$ cat src/design/pbc_pkg.sv
// Shared constants and types for the PLL base clock selector
package pbc_pkg;

  // Programming register image: multiplier high nibble, range low nibble
  typedef struct packed {
    logic [3:0] freq_multiplier_field;
    logic [3:0] range_multiplier_field;
  } pbc_prog_t;

  // Control register write image
  typedef struct packed {
    logic pll_enable;
    logic base_source_select;
  } pbc_ctrl_t;

  localparam logic [3:0] FREQ_MULT_RESET  = 4'h6;
  localparam logic [3:0] RANGE_MULT_RESET = 4'h6;
  localparam logic [3:0] MULT_ZERO        = 4'h0;
  localparam logic [3:0] MULT_ONE         = 4'h1;
  localparam logic       PLL_ENABLE_RESET = 1'b1;
  localparam logic       SELECT_RESET     = 1'b0;

  localparam logic SRC_CRYSTAL = 1'b0;
  localparam logic SRC_VCO     = 1'b1;

  // Source edges to wait on each side of a switch
  localparam int         SWITCH_EDGES = 3;
  localparam logic [1:0] SWITCH_LAST  = 2'(SWITCH_EDGES - 1);
  localparam logic [1:0] COUNT_ZERO   = 2'h0;
  localparam logic [1:0] COUNT_ONE    = 2'h1;

  typedef enum logic [2:0] {
    SW_RUN       = 3'b001,
    SW_STOP_OLD  = 3'b010,
    SW_START_NEW = 3'b100
  } pbc_sw_state_t;

endpackage

$ cat src/design/pbc_switch.sv
// Glitch-free source switch and divide-by-two for the base clock
`timescale 1ns/1ns
module pbc_switch (
  input  wire logic clock_in,
  input  wire logic reset_in,
  input  wire logic crystal_clock_in,
  input  wire logic vco_clock_in,
  input  wire logic select_in,
  output logic      base_clock_out,
  output logic      bus_clock_out,
  output logic      active_select_out,
  output logic      switching_out
);
  import pbc_pkg::*;

  pbc_sw_state_t state_r, state_nxt;
  logic       xtal_prev_r;
  logic       vco_prev_r;
  logic [1:0] count_r;
  logic [1:0] count_nxt;
  logic       active_nxt;

  wire xtal_rise  = crystal_clock_in & ~xtal_prev_r;
  wire vco_rise   = vco_clock_in & ~vco_prev_r;
  wire cur_rise   = active_select_out ? vco_rise : xtal_rise;
  wire count_done = (count_r == SWITCH_LAST);

  // Old source is counted out before the new one is counted in
  always_comb begin
    state_nxt  = state_r;
    count_nxt  = count_r;
    active_nxt = active_select_out;
    unique case (state_r)
      SW_RUN: begin
        if (select_in != active_select_out) begin
          state_nxt = SW_STOP_OLD;
          count_nxt = COUNT_ZERO;
        end
      end
      SW_STOP_OLD: begin
        if (cur_rise) begin
          count_nxt = count_r + COUNT_ONE;
          if (count_done) begin
            state_nxt  = SW_START_NEW;
            count_nxt  = COUNT_ZERO;
            active_nxt = select_in;
          end
        end
      end
      SW_START_NEW: begin
        if (cur_rise) begin
          count_nxt = count_r + COUNT_ONE;
          if (count_done) begin
            state_nxt = SW_RUN;
            count_nxt = COUNT_ZERO;
          end
        end
      end
      default: begin
        state_nxt = SW_RUN;
        count_nxt = COUNT_ZERO;
      end
    endcase
  end

  // Toggle only while running: output frozen mid-switch
  wire base_toggle = (state_r == SW_RUN) & cur_rise;

  always_ff @(posedge clock_in) begin
    if (reset_in) begin
      state_r           <= SW_RUN;
      count_r           <= COUNT_ZERO;
      active_select_out <= SRC_CRYSTAL;
      xtal_prev_r       <= 1'b0;
      vco_prev_r        <= 1'b0;
      base_clock_out    <= 1'b0;
      bus_clock_out     <= 1'b0;
      switching_out     <= 1'b0;
    end else begin
      state_r           <= state_nxt;
      count_r           <= count_nxt;
      active_select_out <= active_nxt;
      xtal_prev_r       <= crystal_clock_in;
      vco_prev_r        <= vco_clock_in;
      switching_out     <= (state_nxt != SW_RUN);
      if (base_toggle) begin
        base_clock_out <= ~base_clock_out;
      end
      if (base_toggle & ~base_clock_out) begin
        bus_clock_out <= ~bus_clock_out;
      end
    end
  end
endmodule

$ cat src/design/pbc_top.sv
// PLL programming, interlocks, lock-change flag and base clock selection
//
// Notes on behaviour
// - Switch waits three crystal and three VCO edges
// - Base clock frozen while switch in progress
// - Switched clock divided by two, even duty
// - Bus clock is quarter of selected source
// - Select bit picks crystal or VCO source
// - VCO select refused while PLL is off
// - PLL turn-off refused while VCO selected
// - Enable then select, in separate writes
// - Zero range disables PLL, forces crystal
// - Zero frequency multiplier acts as one
// - Oscillator and PLL run only when enabled
// - Base clock twice bus, even duty, delivered
// - Interrupt line driven from lock detector
// - Programming writes ignored while PLL enabled
// - Select held zero when PLL off/range zero
// - Enable held set while VCO selected
// - Lock toggle sets flag; read clears it
`timescale 1ns/1ns
module pbc_top (
  input  wire logic               clock_in,
  input  wire logic               reset_in,
  input  wire logic               oscillator_enable_in,
  input  wire logic               crystal_clock_in,
  input  wire logic               vco_clock_in,
  input  wire logic               lock_in,
  input  wire logic               irq_enable_in,
  input  wire logic               ctrl_write_in,
  input  wire pbc_pkg::pbc_ctrl_t ctrl_wdata_in,
  input  wire logic               ctrl_read_in,
  input  wire logic               prog_write_in,
  input  wire pbc_pkg::pbc_prog_t prog_wdata_in,
  output logic                    base_clock_out,
  output logic                    bus_clock_out,
  output logic                    switching_out,
  output logic                    active_select_out,
  output logic                    pll_enable_out,
  output logic                    base_source_select_out,
  output pbc_pkg::pbc_prog_t      pll_program_reg_out,
  output logic [3:0]              freq_multiplier_out,
  output logic                    pll_run_out,
  output logic                    osc_run_out,
  output logic                    lock_change_flag_out,
  output logic                    lock_change_irq_out
);
  import pbc_pkg::*;

  logic      pll_enable_r;
  logic      pll_enable_nxt;
  logic      select_r;
  logic      select_nxt;
  pbc_prog_t prog_r;
  pbc_prog_t prog_nxt;
  logic      lock_prev_r;
  logic      flag_r;
  logic      flag_nxt;
  logic      sw_base;
  logic      sw_bus;
  logic      sw_busy;
  logic      sw_active;

  // Decode of interlock conditions
  wire range_zero = (prog_r.range_multiplier_field == MULT_ZERO);
  wire freq_zero  = (prog_r.freq_multiplier_field == MULT_ZERO);
  // VCO counts as in use until the switcher has fully left it
  wire vco_in_use = select_r | sw_active | sw_busy;
  wire want_en    = ctrl_wdata_in.pll_enable;
  wire want_sel   = ctrl_wdata_in.base_source_select;

  // Select may only rise if the PLL was already on before this write
  wire sel_allowed = pll_enable_r & ~range_zero;
  // A set riding on an enable clear is refused: one bit moves per write
  wire sel_keep    = select_r | want_en;
  wire sel_written = ctrl_write_in ? (want_sel & sel_keep & sel_allowed)
                                   : select_r;
  assign select_nxt = sel_written & sel_allowed;

  // Clearing is refused while the VCO still feeds the output
  wire en_written = ctrl_write_in ? (want_en | vco_in_use)
                                  : pll_enable_r;
  assign pll_enable_nxt = en_written | select_r;

  assign prog_nxt = (prog_write_in & ~pll_enable_r) ? prog_wdata_in
                                                    : prog_r;

  // Set wins over the read-clear so a toggle is never lost
  wire lock_toggle = lock_in ^ lock_prev_r;
  assign flag_nxt = lock_toggle | (flag_r & ~ctrl_read_in);

  // Analog run enables gated by the oscillator enable
  wire pll_run_nxt = oscillator_enable_in & pll_enable_r
                     & ~range_zero;
  wire [3:0] n_nxt = freq_zero ? MULT_ONE
                               : prog_r.freq_multiplier_field;

  // Sources gated so a stopped oscillator cannot clock the output
  wire xtal_gated = crystal_clock_in & oscillator_enable_in;
  wire vco_gated  = vco_clock_in & pll_run_out;

  pbc_switch u_switch (
    .clock_in          (clock_in),
    .reset_in          (reset_in),
    .crystal_clock_in  (xtal_gated),
    .vco_clock_in      (vco_gated),
    .select_in         (select_r),
    .base_clock_out    (sw_base),
    .bus_clock_out     (sw_bus),
    .active_select_out (sw_active),
    .switching_out     (sw_busy)
  );

  always_ff @(posedge clock_in) begin
    if (reset_in) begin
      pll_enable_r <= PLL_ENABLE_RESET;
      select_r     <= SELECT_RESET;
      prog_r       <= {FREQ_MULT_RESET, RANGE_MULT_RESET};
      lock_prev_r  <= 1'b0;
      flag_r       <= 1'b0;
    end else begin
      pll_enable_r <= pll_enable_nxt;
      select_r     <= select_nxt;
      prog_r       <= prog_nxt;
      lock_prev_r  <= lock_in;
      flag_r       <= flag_nxt;
    end
  end

  // Output registers
  always_ff @(posedge clock_in) begin
    if (reset_in) begin
      base_clock_out         <= 1'b0;
      bus_clock_out          <= 1'b0;
      switching_out          <= 1'b0;
      active_select_out      <= SRC_CRYSTAL;
      pll_enable_out         <= PLL_ENABLE_RESET;
      base_source_select_out <= SELECT_RESET;
      pll_program_reg_out    <= {FREQ_MULT_RESET, RANGE_MULT_RESET};
      freq_multiplier_out    <= FREQ_MULT_RESET;
      pll_run_out            <= 1'b0;
      osc_run_out            <= 1'b0;
      lock_change_flag_out   <= 1'b0;
      lock_change_irq_out    <= 1'b0;
    end else begin
      base_clock_out         <= sw_base;
      bus_clock_out          <= sw_bus;
      switching_out          <= sw_busy;
      active_select_out      <= sw_active;
      pll_enable_out         <= pll_enable_nxt;
      base_source_select_out <= select_nxt;
      pll_program_reg_out    <= prog_nxt;
      freq_multiplier_out    <= n_nxt;
      pll_run_out            <= pll_run_nxt;
      osc_run_out            <= oscillator_enable_in;
      lock_change_flag_out   <= flag_nxt;
      lock_change_irq_out    <= flag_nxt & irq_enable_in;
    end
  end
endmodule

$ cat config.mk
export PLATFORM = sky130hd
export DESIGN_NAME = pbc_top
export DESIGN_NICKNAME = d
export VERILOG_FILES = /design/src/design/pbc_pkg.sv /design/src/design/pbc_switch.sv /design/src/design/pbc_top.sv
export SDC_FILE = /design/constraint.sdc
export NUM_CORES = 1
export LEC_CHECK = 0
export BUFFER_PORTS_ARGS = -buffer_cell sky130_fd_sc_hd__buf_2
export CORE_ASPECT_RATIO = 1.2
export CORE_MARGIN = 2
export CORE_UTILIZATION = 26
export CTS_CLUSTER_DIAMETER = 100
export DETAILED_ROUTE_END_ITERATION = 7
export HOLD_SLACK_MARGIN = 0.1
export PLACE_DENSITY = 0.47
export RECOVER_POWER = 25
export SYNTH_ARGS = -nofsm -noshare
export SYNTH_HDL_FRONTEND = slang
export SYNTH_HIERARCHICAL = 1
export SYNTH_SLANG_ARGS = --single-unit
$ cat constraint.sdc
create_clock -name clock_in -period 2.15 [get_ports clock_in]
set_input_delay 0.215 -clock clock_in [delete_from_list [all_inputs] [get_ports clock_in]]
set_output_delay 0.215 -clock clock_in [all_outputs]
set_load 0.1 [all_outputs]
**Word level (Yosys, flattened, before mapping)**

Cells that the tools add are included.

- Logic and storage cells: 81
- Bits in registers: 34
- Input bits: 20

- Bitwise gates (word level): 29
- Add/subtract/negate cells: 1
- Equality and inequality tests: 8
- Reductions and logical operators: 6
- Multiplexer cells: 14

Operators by type and width:

| operator | count |
|---|---|
| $mux 3 | 6 |
| $and 1x1->1 | 15 |
| $pmux 3 s3 | 1 |
| $logic_not 4->1 | 2 |
| $not 1->1 | 7 |
| $mux 2 | 3 |
| $or 1x1->1 | 6 |
| $ne 2x1->1 const B | 2 |
| $pmux 2 s2 | 1 |
| $reduce_or 2->1 | 2 |
| $eq 3x1->1 const B | 1 |
| $eq 3x2->1 const B | 1 |
| $eq 3x3->1 const B | 1 |
| $mux 1 | 3 |
| $ne 3x1->1 const B | 1 |
| $reduce_and 3->1 | 1 |
| $add 2x1->2 const B | 1 |
| $eq 2x2->1 const B | 1 |
| $reduce_and 2->1 | 1 |
| $ne 1x1->1 | 1 |
| $xor 1x1->1 | 1 |

**Depth between registers and ports, before layout**

- Word-level depth: 6
- Gate-level depth with buffers: 5

**Cells and area by module**

Netlist, hierarchy kept.

Modules (own cells, without submodules):

| module | area an instance (um^2) | cells each | times used | seq. area each (um^2) |
|---|---|---|---|---|
| pbc_top | 773.2 | 70 | 1 | 460.4 |
| pbc_switch | 529.3 | 55 | 1 | 220.2 |

**Worst setup path after synthesis**

No wires, ideal clock.

- Path kind: flip-flop to flip-flop
- Start: register pll_run_out
- End: register u_switch.count_r[0]
- Path slack: 0.038 ns
- Data arrival time: 2.037 ns
- Buffers on the path: 0
- Stages on the path, launching flop included: 6
- Library setup time: 0.074 ns
- Period minus slack after synthesis: 2.112 ns
- Data required time: 2.076 ns
- Cell sequence: dfxtp_1 > and2_1 > and3b_4 > nor2_2 > or4b_1 > a31oi_1

- Longest elaborated chain between the ends: 5

Ends and longest elaborated chain:

| what | line | text |
|---|---|---|
| from (decl) | pbc_top.sv:43 | `output logic pll_run_out,` |
| from (signal assigned) | pbc_top.sv:154 | `pll_run_out <= pll_run_nxt;` |
| $and 1x1->1 | pbc_top.sv:100 | `wire vco_gated = vco_clock_in & pll_run_out;` |
| via vco_gated | pbc_top.sv:100 |  |
| $and 1x1->1 | pbc_switch.sv:24 | `wire vco_rise = vco_clock_in & ~vco_prev_r;` |
| $mux 1 | pbc_switch.sv:25 | `wire cur_rise = active_select_out ? vco_rise : xtal_rise;` |
| $ne 2x1->1 (no line) | n/a |  |
| $reduce_and 2->1 (no line) | n/a |  |
| to (signal assigned) | pbc_switch.sv:81 | `count_r <= count_nxt;` |
| to (decl) | pbc_switch.sv:19 | `logic [1:0] count_r;` |

The timed path passes the listed nets, and every way through them passes these cells.
A chain may end at the register's enable or synchronous reset.

**Final worst setup path**

- Start: register u_switch.active_select_out
- End: register u_switch.count_r[1]

- Longest elaborated chain between the ends: 3
- Elaborated cells between the ends (all ways): 5
- Classes of those cells: 3 x eq/ne; 1 x mux; 1 x reduce/logical

Ends and longest elaborated chain:

| what | line | text |
|---|---|---|
| from (decl) | pbc_switch.sv:11 | `output logic active_select_out,` |
| from (signal assigned) | pbc_switch.sv:82 | `active_select_out <= active_nxt;` |
| $ne 1x1->1 or $mux 1 (tied branches) | pbc_switch.sv:35, pbc_switch.sv:25 |  |
| $ne 2x1->1 (no line) | n/a |  |
| $reduce_and 2->1 (no line) (*) | n/a |  |

Every way passes the cells marked *; elsewhere a longest branch is shown, timed or not.

==> impl_metrics.py <==
metrics = {
    "clock_network": {
        "clk_pin_slew_worst_paths_ns": 0.06,
        "cts_resized": 0,
        "clk-insertion-delay-late_ns": 0.27,
        "cts_hold_buf": 0,
        "cts_tree": "yes",
        "cts_root_buffer": "clkbuf_8",
        "cts_setup_buffers": 0,
        "cts_sinks": 34,
        "cts_buffers": 5,
        "htreeDepth": 2,
        "cts.path.max_buffers": 2,
    },
    "placed_design": {
        "pre_cts_slack_ns": 0.5848,
        "dp_cells": 222,
        "gp_congestion": 0.7362,
        "portBuffers": 41,
        "dp_hpwl_um": 1953,
    },
    "layout": {
        "area_delta_synth_final_pct": 28.05,
        "finalNonFillerCells": 230,
        "drive_gt1_share_pct": 35.29,
        "diodes": 0,
        "fin_nets": 189,
    },
    "worst_setup_path": {
        "r2r_slack_ns": 0.58,
        "critical_path_required_ns": 2.34,
        "crit_buf_inv": 0,
        "critical_path.cell_chain": "xor2_1, nor4b_1, nand2_1, a31oi_1",
        "cp_slowest_stage_delay_ns": 0.61,
        "critPathMaxFanout": 6,
        "crit_family": "simple AND/OR/NAND/NOR gates",
        "cp.arrival_ns": 1.76,
        "start_kind": "flop",
        "timing_worst_setup_path_type": "reg2reg",
        "cp-end-kind": "flop",
        "cp_slowest_cell": "nor4b_1",
    },
    "global_route": {
        "grt_overflow": 0,
        "grt_pass1_vias": 936,
        "grtUsageTotal_pct": 9.989,
        "grt_pass1_wl_um": 4126,
        "antenna_found_initial": 0,
        "grt_max_degree": 31,
    },
    "sta": {
        "setup-tns-final_ns": 0,
        "slew_headroom_pct": 15.94,
        "finalClockSkew_ns": 0.002938,
        "rsz0062_at_grt": "false",
        "maxSlewViolCount": 0,
        "whs_ns": 0.1423,
        "period_share_pct": 73.11,
        "hold_violations": 0,
        "worstMarginPinSlew_ns": 1.261,
        "layout_setup_ws_ns": 0.5782,
        "finalSetupViolations": 0,
        "fmax_mhz": 636.2,
        "period_needed_ns": 1.572,
    },
    "logic_synthesis": {
        "synthArstFlopShare_pct": 0,
        "seq_area_frac_synth_pct": 52.26,
        "ys_ff_latch": 34,
        "synth.avg_cell_area_um2": 10.42,
        "ys_warn_count": 6,
        "synth_edf_count": 0,
        "netlist-cell-type-count": 39,
        "netlist_area_mm2": 0.001302,
        "synth_nets": 145,
        "ys.flop_type": "dfxtp_1",
        "synth_cells": 125,
    },
    "die": {
        "die_area_mm2": 0.005594,
        "start_util_pct": 26.75,
        "io_pins": 42,
        "coreArea_mm2": 0.004870,
        "die_x_um": 68.61,
        "die-height_um": 81.54,
        "rows": 28,
    },
    "detailed_routing": {
        "drtPass1Iterations": 4,
        "wirelength_um": 2607,
        "post_drt_via_cell_ratio": 4.426,
        "final_antenna_net_count": 0,
        "vias": 1018,
        "drtIter0Drc": 24,
        "drc_errors": 0,
        "wire_per_inst_um": 11.33,
    },
    "pwr": {
        "ir_worst_vdd_mv": 0.4447,
        "powerDensity_mw_per_mm2": 867.5,
        "leakage_nw": 0.6964,
    },
    "run_status": {
        "status": "finished clean",
    },
    "job": {
        "timing.max_cap.violations": 0,
    },
    "min_path": {
        "hp-class": "in2reg",
    },
}
==> metal layers <==
layer,vias up,part of all wire [%],global-route usage (%),routed length (µm)
li1,519,-,-,-
met1,471,44,12.56,1159
met2,26,50,15.19,1304
met3,2,4.8,3.699,126
met4,0,0.65,4.200,17
met5,-,0,0,0
==> cells in the final DEF (no fill, tap or decap), drive strengths merged <==
| master | n |
|---|---|
| xnor2 | 2 |
| and2 | 3 |
| nand2 | 3 |
| or4b | 1 |
| buf | 40 |
| mux2i | 6 |
| or2 | 2 |
| o21ai | 2 |
| clkbuf | 9 |
| nand4bb | 1 |
| nor2b | 17 |
| nand2b | 1 |
| a31oi | 2 |
| o211ai | 2 |
| nor3b | 3 |
| o21ba | 1 |
| a211o | 5 |
| and3b | 1 |
| and2b | 3 |
| or3 | 1 |
| o41ai | 1 |
| a21oi | 4 |
| xor2 | 2 |
| a22oi | 1 |
| nor3 | 3 |
| nand3 | 2 |
| inv | 2 |
| nor2 | 12 |
| a2111oi | 1 |
| dfxtp | 34 |
| o21bai | 1 |
| nor4b | 1 |
| a211oi | 1 |
==> power breakdown <==
part	switching (mW)	leakage, nW	internal [mW]
Sequential	0.0190	0.277	0.658
Combinational	0.175	0.361	0.0597
Clock	0.212	0.0575	0.323
==> path summary, 6_finish.rpt <==
kind,startpoint,cells after the start,to
worst max register to register,u_switch/active_select_out,4,u_switch/count_r[1]
worst min-delay path,irq_enable_in,2,lock_change_irq_out
worst min register to register,u_switch/base_clock_out,2,u_switch/base_clock_out
worst max-delay path,u_switch/active_select_out,4,u_switch/count_r[1]
==> state kept, by name, indices dropped and copies added, names as in the netlist <==
signal                      flops
pll_program_reg_out             8
freq_multiplier_out             4
u_switch/state_r                3
u_switch/count_r                2
active_select_out               1
base_clock_out                  1
base_source_select_out          1
bus_clock_out                   1
lock_change_flag_out            1
lock_change_irq_out             1
lock_prev_r                     1
osc_run_out                     1
pll_enable_out                  1
pll_run_out                     1
switching_out                   1
u_switch/active_select_out      1
u_switch/base_clock_out         1
u_switch/bus_clock_out          1
u_switch/switching_out          1
u_switch/vco_prev_r             1
u_switch/xtal_prev_r            1
==> metrics by stage <==
step           power [mW]  cell area, µm²  utilization, %
6_report            1.447            1668           34.25
5_1_grt             1.519            1668           34.25
3_5_place_dp       0.9273            1559           32.01
3_3_place_gp       0.9250            1559           32.01
2_1_floorplan      0.8788            1303               -
4_1_cts             1.475            1669           34.28
==> cell usage after synthesis, types with 3 or more instances <==
master    n  share of area (%)
dfxtp_1  34                 52
nor2b_1  14                6.7
nor2_1   11                3.2
mux2i_1   6                4.6
a21oi_1   4                1.5
a211o_1   3                2.0
and2_1    3                1.4
nand2_1   3               0.86
nor2b_2   3                2.0
nor3_1    3                1.2
==> layout make-up <==
class                           instances  area (µm²)
Tap cell                               60       75.07
Sequential cell                        34       680.7
Multi-Input combinational cell         85       590.6
Timing Repair Buffer                   41       203.9
Clock buffer                            8       110.1
Fill cell                             504        3202
Inverter                                2       7.507
==> cell families (layout without fill, tap and decap cells) <==
family	Yosys count	count (layout)	share of synthesized area (%)
mux	6	6	4.611
xor+xnor	4	4	2.690
buf+inv	6	51	2.402
compound gates	21	21	11.82
flops	34	34	52.26
simple gates	54	54	26.22
No activity file was read; power rests on OpenSTA's default activity.
